===== src/mcip_pkg.sv =====
/*
 * constants and carrier types for the main/critical interrupt prioritizer.
 * assumes: included before the design; bit n of a printed msb-0 layout is data[31-n].
 */
package mcip_pkg;
	// ---------------------------------------------------------------
	// register offsets
	// ---------------------------------------------------------------
	localparam logic [11:0] OFS_EXT_CTRL    = 12'h510;
	localparam logic [11:0] OFS_CRIT_MASK   = 12'h514;
	localparam logic [11:0] OFS_MAIN_PRI_LO = 12'h518;
	localparam logic [11:0] OFS_MAIN_PRI_HI = 12'h51c;
	localparam logic [11:0] OFS_ENC_STAT    = 12'h524;
	localparam logic [11:0] OFS_CRIT_ALL    = 12'h528;
	localparam logic [11:0] OFS_MAIN_ALL    = 12'h52c;
	// ---------------------------------------------------------------
	// field positions
	// ---------------------------------------------------------------
	localparam int EDGE_INDICATION_CLEAR_TOP  = 27;
	localparam int ETYPE_TOP = 23;
	localparam int MEE_BIT   = 12;
	localparam int EXT_PIN_ENABLE_TOP  = 11;
	localparam int CEB_BIT   = 0;
	localparam int CPRI_TOP  = 31;
	localparam int MASK_TOP  = 16;
	localparam int PSE_LSB   = 24;
	localparam int MSE_LSB   = 16;
	localparam int CSE_LSB   = 8;
	localparam int PSE_FLAG  = 29;
	localparam int MSE_FLAG  = 21;
	localparam int CSE_FLAG  = 10;
	localparam int CSA_TOP   = 27;
	// ---------------------------------------------------------------
	// write masks and reset values
	// ---------------------------------------------------------------
	localparam logic [31:0] EXT_CTRL_WMASK  = 32'h00ff_1f01;
	localparam logic [31:0] CRIT_MASK_WMASK = 32'hff01_ffff;
	localparam logic [31:0] EXT_CTRL_RST    = 32'h0000_0000;
	localparam logic [31:0] CRIT_MASK_RST   = 32'h0000_0000;
	localparam logic [31:0] MAIN_PRI_RST    = 32'h0000_0000;
	// ---------------------------------------------------------------
	// pin sensing codes
	// ---------------------------------------------------------------
	localparam logic [1:0] ET_LEVEL_HI = 2'h0;
	localparam logic [1:0] ET_RISE     = 2'h1;
	localparam logic [1:0] ET_FALL     = 2'h2;
	localparam logic [1:0] ET_LEVEL_LO = 2'h3;
	// ---------------------------------------------------------------
	// sizes and carrier
	// ---------------------------------------------------------------
	localparam int N_MAIN = 17;
	localparam int N_PERI = 22;
	localparam int N_CRIT = 4;
	localparam int N_PIN  = 4;

	typedef struct packed {
		logic [11:0] addr;
		logic [31:0] wdata;
		logic        wr;
		logic        rd;
	} mcip_bus_req_t;
endpackage


===== src/mcip_prioritizer.sv =====
/*
 * main and critical interrupt prioritizer: main masks, main priority/bank,
 * peripheral low/high collection, encoded current status and re-evaluation.
 * assumes: source modules and peripheral mask/priority logic on ref_clk,
 * external pins asynchronous, register master per the plain strobe port.
 */
// Overview of operation
// [RULE1] one mask bit per main source
// [RULE2] masked source hidden from core and encoding
// [RULE3] pins 1-3 need mask and pin enable
// [RULE4] source 0 top priority, management output only
// [RULE5] 4-bit priority, top bit picks bank
// [RULE6] equal priority favours lower source number
// [RULE7] sources 1-16 in nibbles of two registers
// [RULE8] peripheral goes low or high collection
// [RULE9] sources 7 and 8 collect pin groups
// [RULE10] last two timers also wake sources
// [RULE11] peripheral encoding with presence flag
// [RULE12] hold current until input negates
// [RULE13] write one forces peripheral re-evaluation
// [RULE14] main encoding, flag write re-evaluates
// [RULE15] software parses peripheral code for source 4
// [RULE16] critical encoding of four sources
// [RULE17] bit 31 mirrors critical routing enable
// [RULE18] pins 1-3 edge cleared by one method; code clears them by the main flag write or by their edge clear bits
// [RULE19] pin 0 edge cleared either way
// [RULE20] software parses peripheral code for high collection
// [RULE21] wake released after critical flag write
// [RULE22] critical pending bits above reserved nibble
// [RULE23] mask zero accepts, resets to zero
// [RULE24] routing enable moves critical to normal output
// [RULE25] reserved bits read zero, ignore writes
`timescale 1ns/1ps
`default_nettype none
module mcip_prioritizer (
	input  wire logic                  ref_clk,
	input  wire logic                  arst_n,
	input  wire mcip_pkg::mcip_bus_req_t bus_req,
	output var  logic [31:0]           rd_data,
	input  wire logic [3:0]            irq_pin,
	input  wire logic                  fixed_top_timer,
	input  wire logic                  slice_timer1,
	input  wire logic                  rtc_periodic,
	input  wire logic                  rtc_stopwatch,
	input  wire logic [7:0]            gpio_std_src,
	input  wire logic [7:0]            gpio_wkup_src,
	input  wire logic [7:0]            timer_source,
	input  wire logic                  deep_sleep_wake,
	input  wire logic [21:0]           periph_src,
	input  wire logic [21:0]           periph_mask,
	input  wire logic [21:0][3:0]      periph_prio,
	output var  logic                  core_int,
	output var  logic                  mgmt_irq_output,
	output var  logic                  crit_int,
	output var  logic                  sleep_release,
	output var  logic                  wake_request
);
	// ---------------------------------------------------------------
	// register port
	// ---------------------------------------------------------------
	logic [31:0] ext_ctrl_reg, crit_mask_reg, pri_lo_reg, pri_hi_reg;
	logic        wr_ext, wr_cmask, wr_plo, wr_phi, wr_enc;
	logic        per_reeval, main_reeval, cse_reeval;
	logic [3:0]  edge_indication_clear;

	assign wr_ext      = bus_req.wr && bus_req.addr == mcip_pkg::OFS_EXT_CTRL;
	assign wr_cmask    = bus_req.wr && bus_req.addr == mcip_pkg::OFS_CRIT_MASK;
	assign wr_plo      = bus_req.wr && bus_req.addr == mcip_pkg::OFS_MAIN_PRI_LO;
	assign wr_phi      = bus_req.wr && bus_req.addr == mcip_pkg::OFS_MAIN_PRI_HI;
	assign wr_enc      = bus_req.wr && bus_req.addr == mcip_pkg::OFS_ENC_STAT;
	assign per_reeval  = wr_enc && bus_req.wdata[mcip_pkg::PSE_FLAG]; // [RULE13]
	assign main_reeval = wr_enc && bus_req.wdata[mcip_pkg::MSE_FLAG]; // [RULE14]
	assign cse_reeval  = wr_enc && bus_req.wdata[mcip_pkg::CSE_FLAG]; // [RULE16]
	// clear strobes are never stored; edge clear bits read back as zero, the flag bits read back the encoded valid bits

	always_ff @(posedge ref_clk or negedge arst_n) begin
		if (!arst_n) begin
			ext_ctrl_reg <= mcip_pkg::EXT_CTRL_RST;
		end else if (wr_ext) begin
			ext_ctrl_reg <= bus_req.wdata & mcip_pkg::EXT_CTRL_WMASK; // [RULE25]
		end
	end

	always_ff @(posedge ref_clk or negedge arst_n) begin
		if (!arst_n) begin
			crit_mask_reg <= mcip_pkg::CRIT_MASK_RST; // [RULE23]
		end else if (wr_cmask) begin
			crit_mask_reg <= bus_req.wdata & mcip_pkg::CRIT_MASK_WMASK; // [RULE25]
		end
	end

	always_ff @(posedge ref_clk or negedge arst_n) begin
		if (!arst_n) begin
			pri_lo_reg <= mcip_pkg::MAIN_PRI_RST;
			pri_hi_reg <= mcip_pkg::MAIN_PRI_RST;
		end else begin
			if (wr_plo) begin
				pri_lo_reg <= bus_req.wdata;
			end
			if (wr_phi) begin
				pri_hi_reg <= bus_req.wdata;
			end
		end
	end

	logic       ext_master_enable, ceb;
	logic [3:0] ext_pin_enable;
	assign ext_master_enable = ext_ctrl_reg[mcip_pkg::MEE_BIT];
	assign ceb = ext_ctrl_reg[mcip_pkg::CEB_BIT];

	// ---------------------------------------------------------------
	// external pin sensing
	// ---------------------------------------------------------------
	logic [3:0] pin_s1_reg, pin_s2_reg, pin_prev_reg, edge_ind_reg, pin_ind;
	logic [3:0] flag_clr;
	logic       main_cur_vld_reg;
	logic [4:0] main_cur_idx_reg;

	always_ff @(posedge ref_clk or negedge arst_n) begin
		if (!arst_n) begin
			pin_s1_reg   <= 4'h0;
			pin_s2_reg   <= 4'h0;
			pin_prev_reg <= 4'h0;
		end else begin
			pin_s1_reg   <= irq_pin;
			pin_s2_reg   <= pin_s1_reg;
			pin_prev_reg <= pin_s2_reg;
		end
	end

	// pin 0 clears through the critical flag, pins 1-3 through the main flag
	assign flag_clr[0] = cse_reeval; // [RULE19]

	genvar p;
	generate
		for (p = 0; p < mcip_pkg::N_PIN; p++) begin : g_pin
			logic [1:0] et;
			logic       hit;
			assign ext_pin_enable[p] = ext_ctrl_reg[mcip_pkg::EXT_PIN_ENABLE_TOP - p];
			assign edge_indication_clear[p] = wr_ext && bus_req.wdata[mcip_pkg::EDGE_INDICATION_CLEAR_TOP - p];
			assign et      = ext_ctrl_reg[mcip_pkg::ETYPE_TOP - 2*p -: 2];
			assign hit = (et == mcip_pkg::ET_RISE) ? (pin_s2_reg[p] && !pin_prev_reg[p])
				: (pin_s2_reg[p] == 1'b0 && pin_prev_reg[p] == 1'b1);
			if (p > 0) begin : g_mclr
				// only the pin that is current is cleared by the main flag
				assign flag_clr[p] = main_reeval && main_cur_vld_reg
					&& main_cur_idx_reg == 5'(p); // [RULE18]
			end
			always_ff @(posedge ref_clk or negedge arst_n) begin
				if (!arst_n) begin
					edge_ind_reg[p] <= 1'b0;
				end else if (ext_master_enable && hit && et[0] != et[1]) begin
					edge_ind_reg[p] <= 1'b1; // set beats a same-cycle clear
				end else if (edge_indication_clear[p] || flag_clr[p]) begin
					edge_ind_reg[p] <= 1'b0;
				end
			end
			always_comb begin
				unique case (et)
					mcip_pkg::ET_LEVEL_HI: pin_ind[p] = ext_master_enable && pin_s2_reg[p];
					mcip_pkg::ET_LEVEL_LO: pin_ind[p] = ext_master_enable && !pin_s2_reg[p];
					default:               pin_ind[p] = edge_ind_reg[p];
				endcase
			end
		end
	endgenerate

	// ---------------------------------------------------------------
	// arbitration
	// ---------------------------------------------------------------
	// strict greater-than keeps the lowest index among equal keys
	function automatic logic [5:0] pick_best(input logic [21:0] act,
		input logic [21:0][4:0] key);
		logic [4:0] bk;
		logic [4:0] bi;
		logic       fnd;
		bk  = 5'h0;
		bi  = 5'h0;
		fnd = 1'b0;
		for (int i = 0; i < 22; i++) begin
			if (act[i] && (!fnd || key[i] > bk)) begin
				fnd = 1'b1;
				bk  = key[i];
				bi  = 5'(i);
			end
		end
		return {fnd, bi};
	endfunction

	// ---------------------------------------------------------------
	// peripheral group
	// ---------------------------------------------------------------
	logic [21:0]      per_act, per_high;
	logic [21:0][4:0] per_key;
	logic             low_coll, high_coll, per_cur_vld_reg;
	logic [4:0]       per_cur_idx_reg;
	logic [5:0]       per_pick, periph_encoded_status;

	genvar q;
	generate
		for (q = 0; q < mcip_pkg::N_PERI; q++) begin : g_per
			assign per_act[q]  = periph_src[q] && !periph_mask[q];
			assign per_high[q] = (q == 0) || periph_prio[q][3];
			assign per_key[q]  = (q == 0) ? 5'h10 : {1'b0, periph_prio[q]};
		end
	endgenerate

	assign low_coll  = |(per_act & ~per_high); // [RULE8]
	assign high_coll = |(per_act & per_high); // [RULE8]
	assign per_pick  = pick_best(per_act, per_key);

	always_ff @(posedge ref_clk or negedge arst_n) begin
		if (!arst_n) begin
			per_cur_vld_reg <= 1'b0;
			per_cur_idx_reg <= 5'h0;
		end else if (per_reeval || !per_cur_vld_reg || !per_act[per_cur_idx_reg]) begin
			per_cur_vld_reg <= per_pick[5]; // [RULE12] [RULE13]
			per_cur_idx_reg <= per_pick[4:0];
		end
	end
	assign periph_encoded_status = {per_cur_vld_reg, per_cur_idx_reg}; // [RULE11]

	// ---------------------------------------------------------------
	// main group
	// ---------------------------------------------------------------
	logic [16:0]      main_raw, main_act, main_bank, main_mask;
	logic [21:0][4:0] main_key;
	logic [5:0]       main_pick, main_encoded_status;

	assign main_raw = {timer_source, |gpio_wkup_src, |gpio_std_src, rtc_stopwatch,
		rtc_periodic, low_coll, pin_ind[3:1], fixed_top_timer}; // [RULE9]

	genvar m;
	generate
		for (m = 0; m < mcip_pkg::N_MAIN; m++) begin : g_main
			logic [3:0] pri;
			assign main_mask[m] = crit_mask_reg[mcip_pkg::MASK_TOP - m]; // [RULE1]
			if (m == 0) begin : g_fix
				assign pri          = 4'h0;
				assign main_bank[m] = 1'b1; // [RULE4]
				assign main_key[m]  = 5'h10; // [RULE4]
			end else begin : g_prog
				if (m <= 8) begin : g_lo
					assign pri = pri_lo_reg[31 - 4*(m-1) -: 4]; // [RULE7]
				end else begin : g_hi
					assign pri = pri_hi_reg[31 - 4*(m-9) -: 4]; // [RULE7]
				end
				assign main_bank[m] = pri[3]; // [RULE5]
				assign main_key[m]  = {1'b0, pri}; // [RULE5] [RULE6]
			end
			if (m >= 1 && m <= 3) begin : g_ext
				assign main_act[m] = main_raw[m] && !main_mask[m] && ext_pin_enable[m]; // [RULE3]
			end else begin : g_plain
				assign main_act[m] = main_raw[m] && !main_mask[m]; // [RULE2] [RULE23]
			end
		end
		for (m = mcip_pkg::N_MAIN; m < 22; m++) begin : g_pad
			assign main_key[m] = 5'h0;
		end
	endgenerate

	assign main_pick = pick_best({5'h0, main_act}, main_key);

	always_ff @(posedge ref_clk or negedge arst_n) begin
		if (!arst_n) begin
			main_cur_vld_reg <= 1'b0;
			main_cur_idx_reg <= 5'h0;
		end else if (main_reeval || !main_cur_vld_reg || !main_act[main_cur_idx_reg]) begin
			main_cur_vld_reg <= main_pick[5]; // [RULE12] [RULE14]
			main_cur_idx_reg <= main_pick[4:0];
		end
	end
	assign main_encoded_status = {main_cur_vld_reg, main_cur_idx_reg}; // [RULE14]

	// ---------------------------------------------------------------
	// critical group
	// ---------------------------------------------------------------
	logic [3:0]       crit_raw, crit_act;
	logic [21:0][4:0] crit_key;
	logic [5:0]       crit_pick;
	logic             crit_cur_vld_reg;
	logic [1:0]       crit_cur_idx_reg;
	logic [2:0]       crit_encoded_status;

	// pin 0 pending needs only the master enable; the core needs its own enable too
	assign crit_raw = {deep_sleep_wake, high_coll, slice_timer1, pin_ind[0]}; // [RULE16]
	assign crit_act = crit_raw & {3'h7, ext_pin_enable[0]};

	genvar c;
	generate
		for (c = 0; c < 22; c++) begin : g_ckey
			if (c < mcip_pkg::N_CRIT) begin : g_k
				assign crit_key[c] = {3'h0, crit_mask_reg[mcip_pkg::CPRI_TOP - 2*c -: 2]};
			end else begin : g_z
				assign crit_key[c] = 5'h0;
			end
		end
	endgenerate

	assign crit_pick = pick_best({18'h0, crit_act}, crit_key);

	always_ff @(posedge ref_clk or negedge arst_n) begin
		if (!arst_n) begin
			crit_cur_vld_reg <= 1'b0;
			crit_cur_idx_reg <= 2'h0;
		end else if (cse_reeval || !crit_cur_vld_reg || !crit_act[crit_cur_idx_reg]) begin
			crit_cur_vld_reg <= crit_pick[5]; // [RULE12] [RULE16]
			crit_cur_idx_reg <= crit_pick[1:0];
		end
	end
	assign crit_encoded_status = {crit_cur_vld_reg, crit_cur_idx_reg};

	// ---------------------------------------------------------------
	// core outputs
	// ---------------------------------------------------------------
	logic crit_any;
	assign crit_any = |crit_act;

	always_ff @(posedge ref_clk or negedge arst_n) begin
		if (!arst_n) begin
			core_int        <= 1'b0;
			crit_int        <= 1'b0;
			mgmt_irq_output <= 1'b0;
		end else begin
			core_int        <= |(main_act & ~main_bank) || (ceb && crit_any); // [RULE24]
			crit_int        <= !ceb && crit_any; // [RULE24]
			mgmt_irq_output <= |(main_act & main_bank); // [RULE4] [RULE5]
		end
	end

	always_ff @(posedge ref_clk or negedge arst_n) begin
		if (!arst_n) begin
			sleep_release <= 1'b0;
			wake_request  <= 1'b0;
		end else begin
			sleep_release <= cse_reeval; // [RULE21]
			wake_request  <= |gpio_wkup_src || |timer_source[7:6]; // [RULE10]
		end
	end

	// ---------------------------------------------------------------
	// read path
	// ---------------------------------------------------------------
	logic [31:0] rd_next;
	always_comb begin
		rd_next = 32'h0;
		unique case (bus_req.addr)
			mcip_pkg::OFS_EXT_CTRL:    rd_next = ext_ctrl_reg;
			mcip_pkg::OFS_CRIT_MASK:   rd_next = crit_mask_reg;
			mcip_pkg::OFS_MAIN_PRI_LO: rd_next = pri_lo_reg;
			mcip_pkg::OFS_MAIN_PRI_HI: rd_next = pri_hi_reg;
			mcip_pkg::OFS_ENC_STAT: begin
				rd_next[mcip_pkg::PSE_LSB +: 6] = periph_encoded_status;
				rd_next[mcip_pkg::MSE_LSB +: 6] = main_encoded_status;
				rd_next[mcip_pkg::CSE_LSB +: 3] = crit_encoded_status;
				rd_next[mcip_pkg::CEB_BIT]      = ceb; // [RULE17]
			end
			mcip_pkg::OFS_CRIT_ALL: begin
				for (int i = 0; i < mcip_pkg::N_CRIT; i++) begin
					rd_next[mcip_pkg::CSA_TOP - i] = crit_raw[i]; // [RULE22]
				end
			end
			mcip_pkg::OFS_MAIN_ALL: begin
				for (int i = 0; i < mcip_pkg::N_MAIN; i++) begin
					rd_next[mcip_pkg::MASK_TOP - i] = main_raw[i]; // [RULE2]
				end
			end
			default: rd_next = 32'h0;
		endcase
	end

	always_ff @(posedge ref_clk or negedge arst_n) begin
		if (!arst_n) begin
			rd_data <= 32'h0;
		end else begin
			rd_data <= bus_req.rd ? rd_next : 32'h0; // [RULE25]
		end
	end
endmodule
`default_nettype wire


===== config.mk =====
export PLATFORM = sky130hd
export DESIGN_NAME = mcip_prioritizer
export DESIGN_NICKNAME = d
export VERILOG_FILES = /design/src/mcip_pkg.sv /design/src/mcip_prioritizer.sv
export SDC_FILE = /design/constraint.sdc
export NUM_CORES = 1
export LEC_CHECK = 0
export BUFFER_PORTS_ARGS = -buffer_cell sky130_fd_sc_hd__buf_2
export CAP_MARGIN = 20
export CELL_PAD_IN_SITES_DETAIL_PLACEMENT = 0
export CELL_PAD_IN_SITES_GLOBAL_PLACEMENT = 2
export CORE_ASPECT_RATIO = 1.4
export CORE_MARGIN = 2
export CORE_UTILIZATION = 38
export DETAILED_ROUTE_END_ITERATION = 12
export GPL_TIMING_DRIVEN = 0
export PLACE_DENSITY = 0.95
export SYNTH_ARGS = -nofsm -noshare
export SYNTH_HDL_FRONTEND = slang
export SYNTH_SLANG_ARGS = --single-unit

===== constraint.sdc =====
create_clock -name ref_clk -period 40.1 [get_ports ref_clk]
set_input_delay 4.01 -clock ref_clk [delete_from_list [all_inputs] [get_ports ref_clk]]
set_output_delay 4.01 -clock ref_clk [all_outputs]
set_load 0.05 [all_outputs]

## Word level (Yosys, flattened, before mapping)

Index checks and enable logic that the tools add are counted.

- Register bits after elaboration: 171
- Input bits: 213
- Output and inout bits: 37
- Logic and storage cells: 542

- Magnitude comparators: 43
- Equal/unequal tests: 22
- Multiplexer cells: 156
- Bitwise operators: 11
- Reductions and logical operators: 287

Operator list:

| cell | number |
|---|---|
| 5-bit 2-to-1 mux | 74 |
| 4-bit by 5-bit greater-than comparator with 1-bit output | 37 |
| 1-bit logical AND | 124 |
| 1-bit zero test | 94 |
| 12-bit by 11-bit == test with 1-bit output (second input constant) | 7 |
| 1-bit 2-to-1 mux | 61 |
| 1-bit logical OR | 52 |
| 22-bit bitwise AND | 2 |
| 22-bit OR reduction | 2 |
| 17-bit bitwise AND | 2 |
| 17-bit OR reduction | 2 |
| 32-bit 2-to-1 mux | 1 |
| 7-bit case mux with 4 select lines | 1 |
| 5-bit case mux with 5 select lines | 1 |
| 22-bit inverter | 1 |
| 4-bit case mux with 5 select lines | 1 |
| 5-bit case mux with 4 select lines | 1 |
| 3-bit case mux with 6 select lines | 1 |
| 17-bit inverter | 1 |
| 8-bit OR reduction | 2 |
| 2-bit by 5-bit greater-than comparator with 1-bit output | 3 |
| 5-bit by 6-bit < comparator with 1-bit output (second input constant) | 2 |
| 2-bit case mux with 3 select lines | 2 |
| 1-bit binary-select mux with 5-bit select | 2 |
| 18 further kinds | 43 |

## Logic depth before layout (Yosys ltp)

- Word-level depth: 87
- Depth in mapped cells: 175
- Depth with buffers taken out: 166

## Least setup slack after synthesis

OpenSTA, ideal clock, no wires.

- Path kind: input port to flip-flop
- From: input periph_mask[0]
- To: register per_cur_idx_reg[3]
- Data arrival time: 33.697 ns
- Required time: 39.975 ns
- Setup slack: 6.279 ns
- Stages on the path: 166
- Path buffers: 9
- Cell sequence: nand2b_1 -> buf_2 -> clkbuf_1 -> and3_1 -> inv_1 -> ha_1 -> nand3_1 -> or3b_4 -> a211o_1 -> a32oi_2 -> inv_1 -> ha_1 -> nand4_1 -> nand2_1 -> a21o_1 -> a21o_1 -> clkbuf_1 -> a21o_1 -> (+130 left out) -> nand2b_1 -> a21oi_1 -> a41o_1 -> a211o_1 -> clkbuf_1 -> and2_1 -> nand2_1 -> o221ai_1 -> ha_1 -> o21ai_0 -> nand2b_1 -> a21oi_1 -> a41oi_1 -> a31oi_1 -> or3_1 -> nand2_1 -> nor3_1 -> mux2_2

- Word-level cells in the longest chain between the ends: 87
- Elaborated cells between the ends (all ways): 151

RTL lines:

| element | line | RTL |
|---|---|---|
| start: declaration | mcip_prioritizer.sv:50 | `input wire logic [21:0] periph_mask,` |
| 1-bit zero test * | mcip_prioritizer.sv:202 | `assign per_act[q] = periph_src[q] && !periph_mask[q];` |
| 1-bit logical AND * | mcip_prioritizer.sv:202 |  |
| 5-bit 2-to-1 mux or 1-bit 2-to-1 mux (tied branches) | mcip_prioritizer.sv:181 | `if (act[i] && (!fnd \|\| key[i] > bk)) begin` |
| 4-bit by 5-bit greater-than comparator with 1-bit output or 1-bit zero test (tied branches) | mcip_prioritizer.sv:181 |  |
| 1-bit logical OR | mcip_prioritizer.sv:181 |  |
| 1-bit logical AND | mcip_prioritizer.sv:181 |  |
| 5-bit 2-to-1 mux or 1-bit 2-to-1 mux (tied branches) | mcip_prioritizer.sv:181 |  |
| 4-bit by 5-bit greater-than comparator with 1-bit output or 1-bit zero test (tied branches) | mcip_prioritizer.sv:181 |  |
| (+71 left out) | - |  |
| 4-bit by 5-bit greater-than comparator with 1-bit output or 1-bit zero test (tied branches) | mcip_prioritizer.sv:181 |  |
| 1-bit logical OR | mcip_prioritizer.sv:181 |  |
| 1-bit logical AND | mcip_prioritizer.sv:181 |  |
| 5-bit 2-to-1 mux or 1-bit 2-to-1 mux (tied branches) | mcip_prioritizer.sv:181 |  |
| 4-bit by 5-bit greater-than comparator with 1-bit output or 1-bit zero test (tied branches) | mcip_prioritizer.sv:181 |  |
| 1-bit logical OR | mcip_prioritizer.sv:181 |  |
| 1-bit logical AND | mcip_prioritizer.sv:181 |  |
| 5-bit 2-to-1 mux | mcip_prioritizer.sv:181 |  |
| end signal: assignment | mcip_prioritizer.sv:218 | `per_cur_idx_reg <= per_pick[4:0];` |
| end: declaration | mcip_prioritizer.sv:196 | `logic [4:0] per_cur_idx_reg;` |

Every way passes the cells marked *; elsewhere a longest branch is shown, timed or not. The select of a mux whose other input is x is not followed.
A chain may end at the register's enable or synchronous reset.

## Worst setup path in the final report

Same ends and word-level chain as after synthesis.

==> out/metrics.yaml <==
outcome:
  status: "completed"
floorplanning:
  die_h_um: 242.9
  row_count: 87
  start_util_pct: 38.45
  die_area_um2: 42410
  die_w_um: 174.6
  io_pins: 250
  coreArea_um2: 40280
grt:
  grt_overflow: 0
  antenna_found_initial: 8
  grt_max_degree: 112
  grt_util_all_layers_pct: 30.87
  grt_pass1_wl_um: 97560
  grt_pass1_vias: 15630
cts:
  clock_path_buffers: 2
  htreeDepth: 4
  clock_latency_ns: 0.46
  postCtsHoldBufs: 0
  cts-root-buf: "clkbuf_16"
  clk_pin_slew_ns: 0.07
  clock-sinks: 171
  cts_buffers: 17
  cts_tree: "done"
pwr:
  p_leak_uw: 0.008521
  peakVddDrop_mv: 0.02196
  power.density_nw_per_um2: 41.34
  power_uw: 751.8
route:
  routed_via_density: 6.153
  totalWireLength_um: 66450
  final_antenna_net_count: 0
  drc: 0
  drtPass1Iterations: 6
  drt-initial-drc-count: 1352
  avgRoutedWirePerCell_um: 26.02
  via_count: 15710
critical_path:
  critPathBufInv: 14
  max_stage_delay_ns: 0.45
  cp_common_cell: "ha_1"
  cp_max_fo: 10
  crit_type: "primary input to flip-flop"
  start_kind: "primary input"
  cp.required_ns: 40.44
  cp_top_family: "compound AO/OA/AOI/OAI gates"
  slowest_stage: "o31ai_4"
  critical_path_arrival_ns: 38.37
  cp-end-kind: "flip-flop"
placed_design:
  dp_hpwl_um: 54160
  gp_congestion: 0.9903
  postPlaceCellArea_um2: 17410
  dp.cells: 2517
  portBuffers: 243
logic_synthesis:
  yosysTopAreaCellShare_pct: 27.63
  syn_avg_cell_area_um2: 8.906
  yosys.area.top_type: "dfrtp_1"
  syn_nets: 2106
  synthCells: 1739
  synth_edf_count: 0
  yosysMostFrequentCell: "dfrtp_1"
  seq_area_frac_synth_pct: 27.63
  ys_async_sr_fraction_pct: 100.0
  syn_area_um2: 15490
  synth_flop_cell: "dfrtp_1"
  synth_area_leaders: "dfrtp_1 28%, ha_1 12%, mux2_2 7.8%"
  yosysWarnings: 0
  synth_top_cells_by_count: "171 x dfrtp_1, 154 x ha_1, 142 x nand2_1"
  yosysUniqueCellTypes: 109
  ys_seq_elements: 171
job:
  max_cap_violations: 0
cells_and_area:
  num-nets-final: 2370
  fin_cells: 2554
  fin_area_um2: 18190
  area_growth_pct: 17.43
  fill_cells: 4055
  drive_gt1_share_pct: 24.11
timing:
  period_minus_slack_ns: 38.03
  clock_skew_ns: 0.01424
  tightest_slew_ns: 1.068
  slew_viol_final: 0
  hold_violations: 0
  setup_viol: 0
  fmax_mhz: 26.30
  final.period_utilization_pct: 94.83
  max_slew_margin_pct: 27.85
worst_hold_path:
  hold_class: "flip-flop to flip-flop"
-- cell usage in the layout, fill, tap and decap left out, types with 48 or more instances in the layout --
cell type / Yosys / routed
nor2_1: 95 / 94
inv_1: 116 / 116
a21oi_1: 107 / 106
dfrtp_1: 171 / 171
ha_1: 154 / 154
a22oi_1: 48 / 48
mux2_2: 107 / 107
nor2b_1: 67 / 67
o21ai_0: 86 / 85
nand2_1: 142 / 141
buf_2: 9 / 252
-- stage by stage --
stage	setup TNS (ns)	util (%)	setup WS, ns	hold WS [ns]
after floorplan	0	-	6.279	0.3312
after global routing	-0.2002	45.14	-0.09834	0.3613
after detailed placement	-4.825	43.22	-1.060	0.3389
after CTS	0	44.75	0.01262	0.3549
after global placement	-3.741	43.13	-0.8574	0.3387
final	0	45.15	2.073	0.3527
-- layout make-up --
class / count / area [um2] / share of cell area (%)
diodes: 4 / 10.01 / 0.05504
plain buffers: 64 / 281.5 / 1.548
inverters: 116 / 435.4 / 2.394
clock buffers: 18 / 429.2 / 2.360
clock inverters: 14 / 177.7 / 0.9769
multi-input cells: 1387 / 10640 / 58.49
well taps: 534 / 668.1 / 3.674
repair buffers: 246 / 1269 / 6.976
flip-flops and latches: 171 / 4279 / 23.53
-- cells by family (layout without fill, tap and decap cells) --
logic type	after synthesis	count (layout)	synth area share (%)
AO/OA/AOI/OAI	554	554	25.95
AND/OR/NAND/NOR	537	537	18.59
buffers and inverters	181	458	4.629
flip-flops	171	171	27.63
adder cells (fa/ha/maj)	154	154	12.44
multiplexers	138	138	10.53
XOR/XNOR	4	4	0.2262
other	0	4	0
-- power by group --
part / switching (uW) / internal, uW / total [uW]
registers: 11.0 / 180 / 191
logic: 224 / 164 / 388
clock network: 78.8 / 94.4 / 173
total: 313 / 438 / 752
-- layer usage --
| layer | GRT usage, % | share of wire, % |
|---|---|---|
| met4 | 21.37 | 8.0 |
| met3 | 6.015 | 6.7 |
| met5 | 0 | 0.068 |
| met2 | 54.48 | 50 |
| met1 | 33.00 | 36 |
-- worst register-to-register path: cells and delay by family, from the launching register on --
family	cells	cell delay, ns
adders and majority gates	16	4.69
and+or+nand+nor	35	5.16
AOI/OAI and AO/OA	69	15.64
DFF	1	0.42
buffers and inverters	11	2.97
muxes	1	0.11
-- final timing paths --
check | from | to | slack, ns | cells after the start
hold reg to reg | pin_s1_reg[3] | pin_s2_reg[3] | 0.35 | 0
hold / removal | pin_s1_reg[3] | pin_s2_reg[3] | 0.35 | 0
min in group asynchronous | arst_n | main_cur_idx_reg[1] | 3.47 | 1
max in group asynchronous | arst_n | pri_hi_reg[31] | 35.70 | 2
setup reg to reg | ext_ctrl_reg[20] | main_cur_idx_reg[0] | 11.08 | 132
setup / recovery | periph_mask[0] | per_cur_idx_reg[3] | 2.07 | 167
-- repair_timing --
item                                    4_1_cts  5_1_grt
gates resized for setup                       4       28
endpoints found under the setup margin        5        5
pin swaps                                     0        1
endpoints found under the hold margin         0        0
buffers inserted                              0        2
No activity file was read; power rests on OpenSTA's default activity.
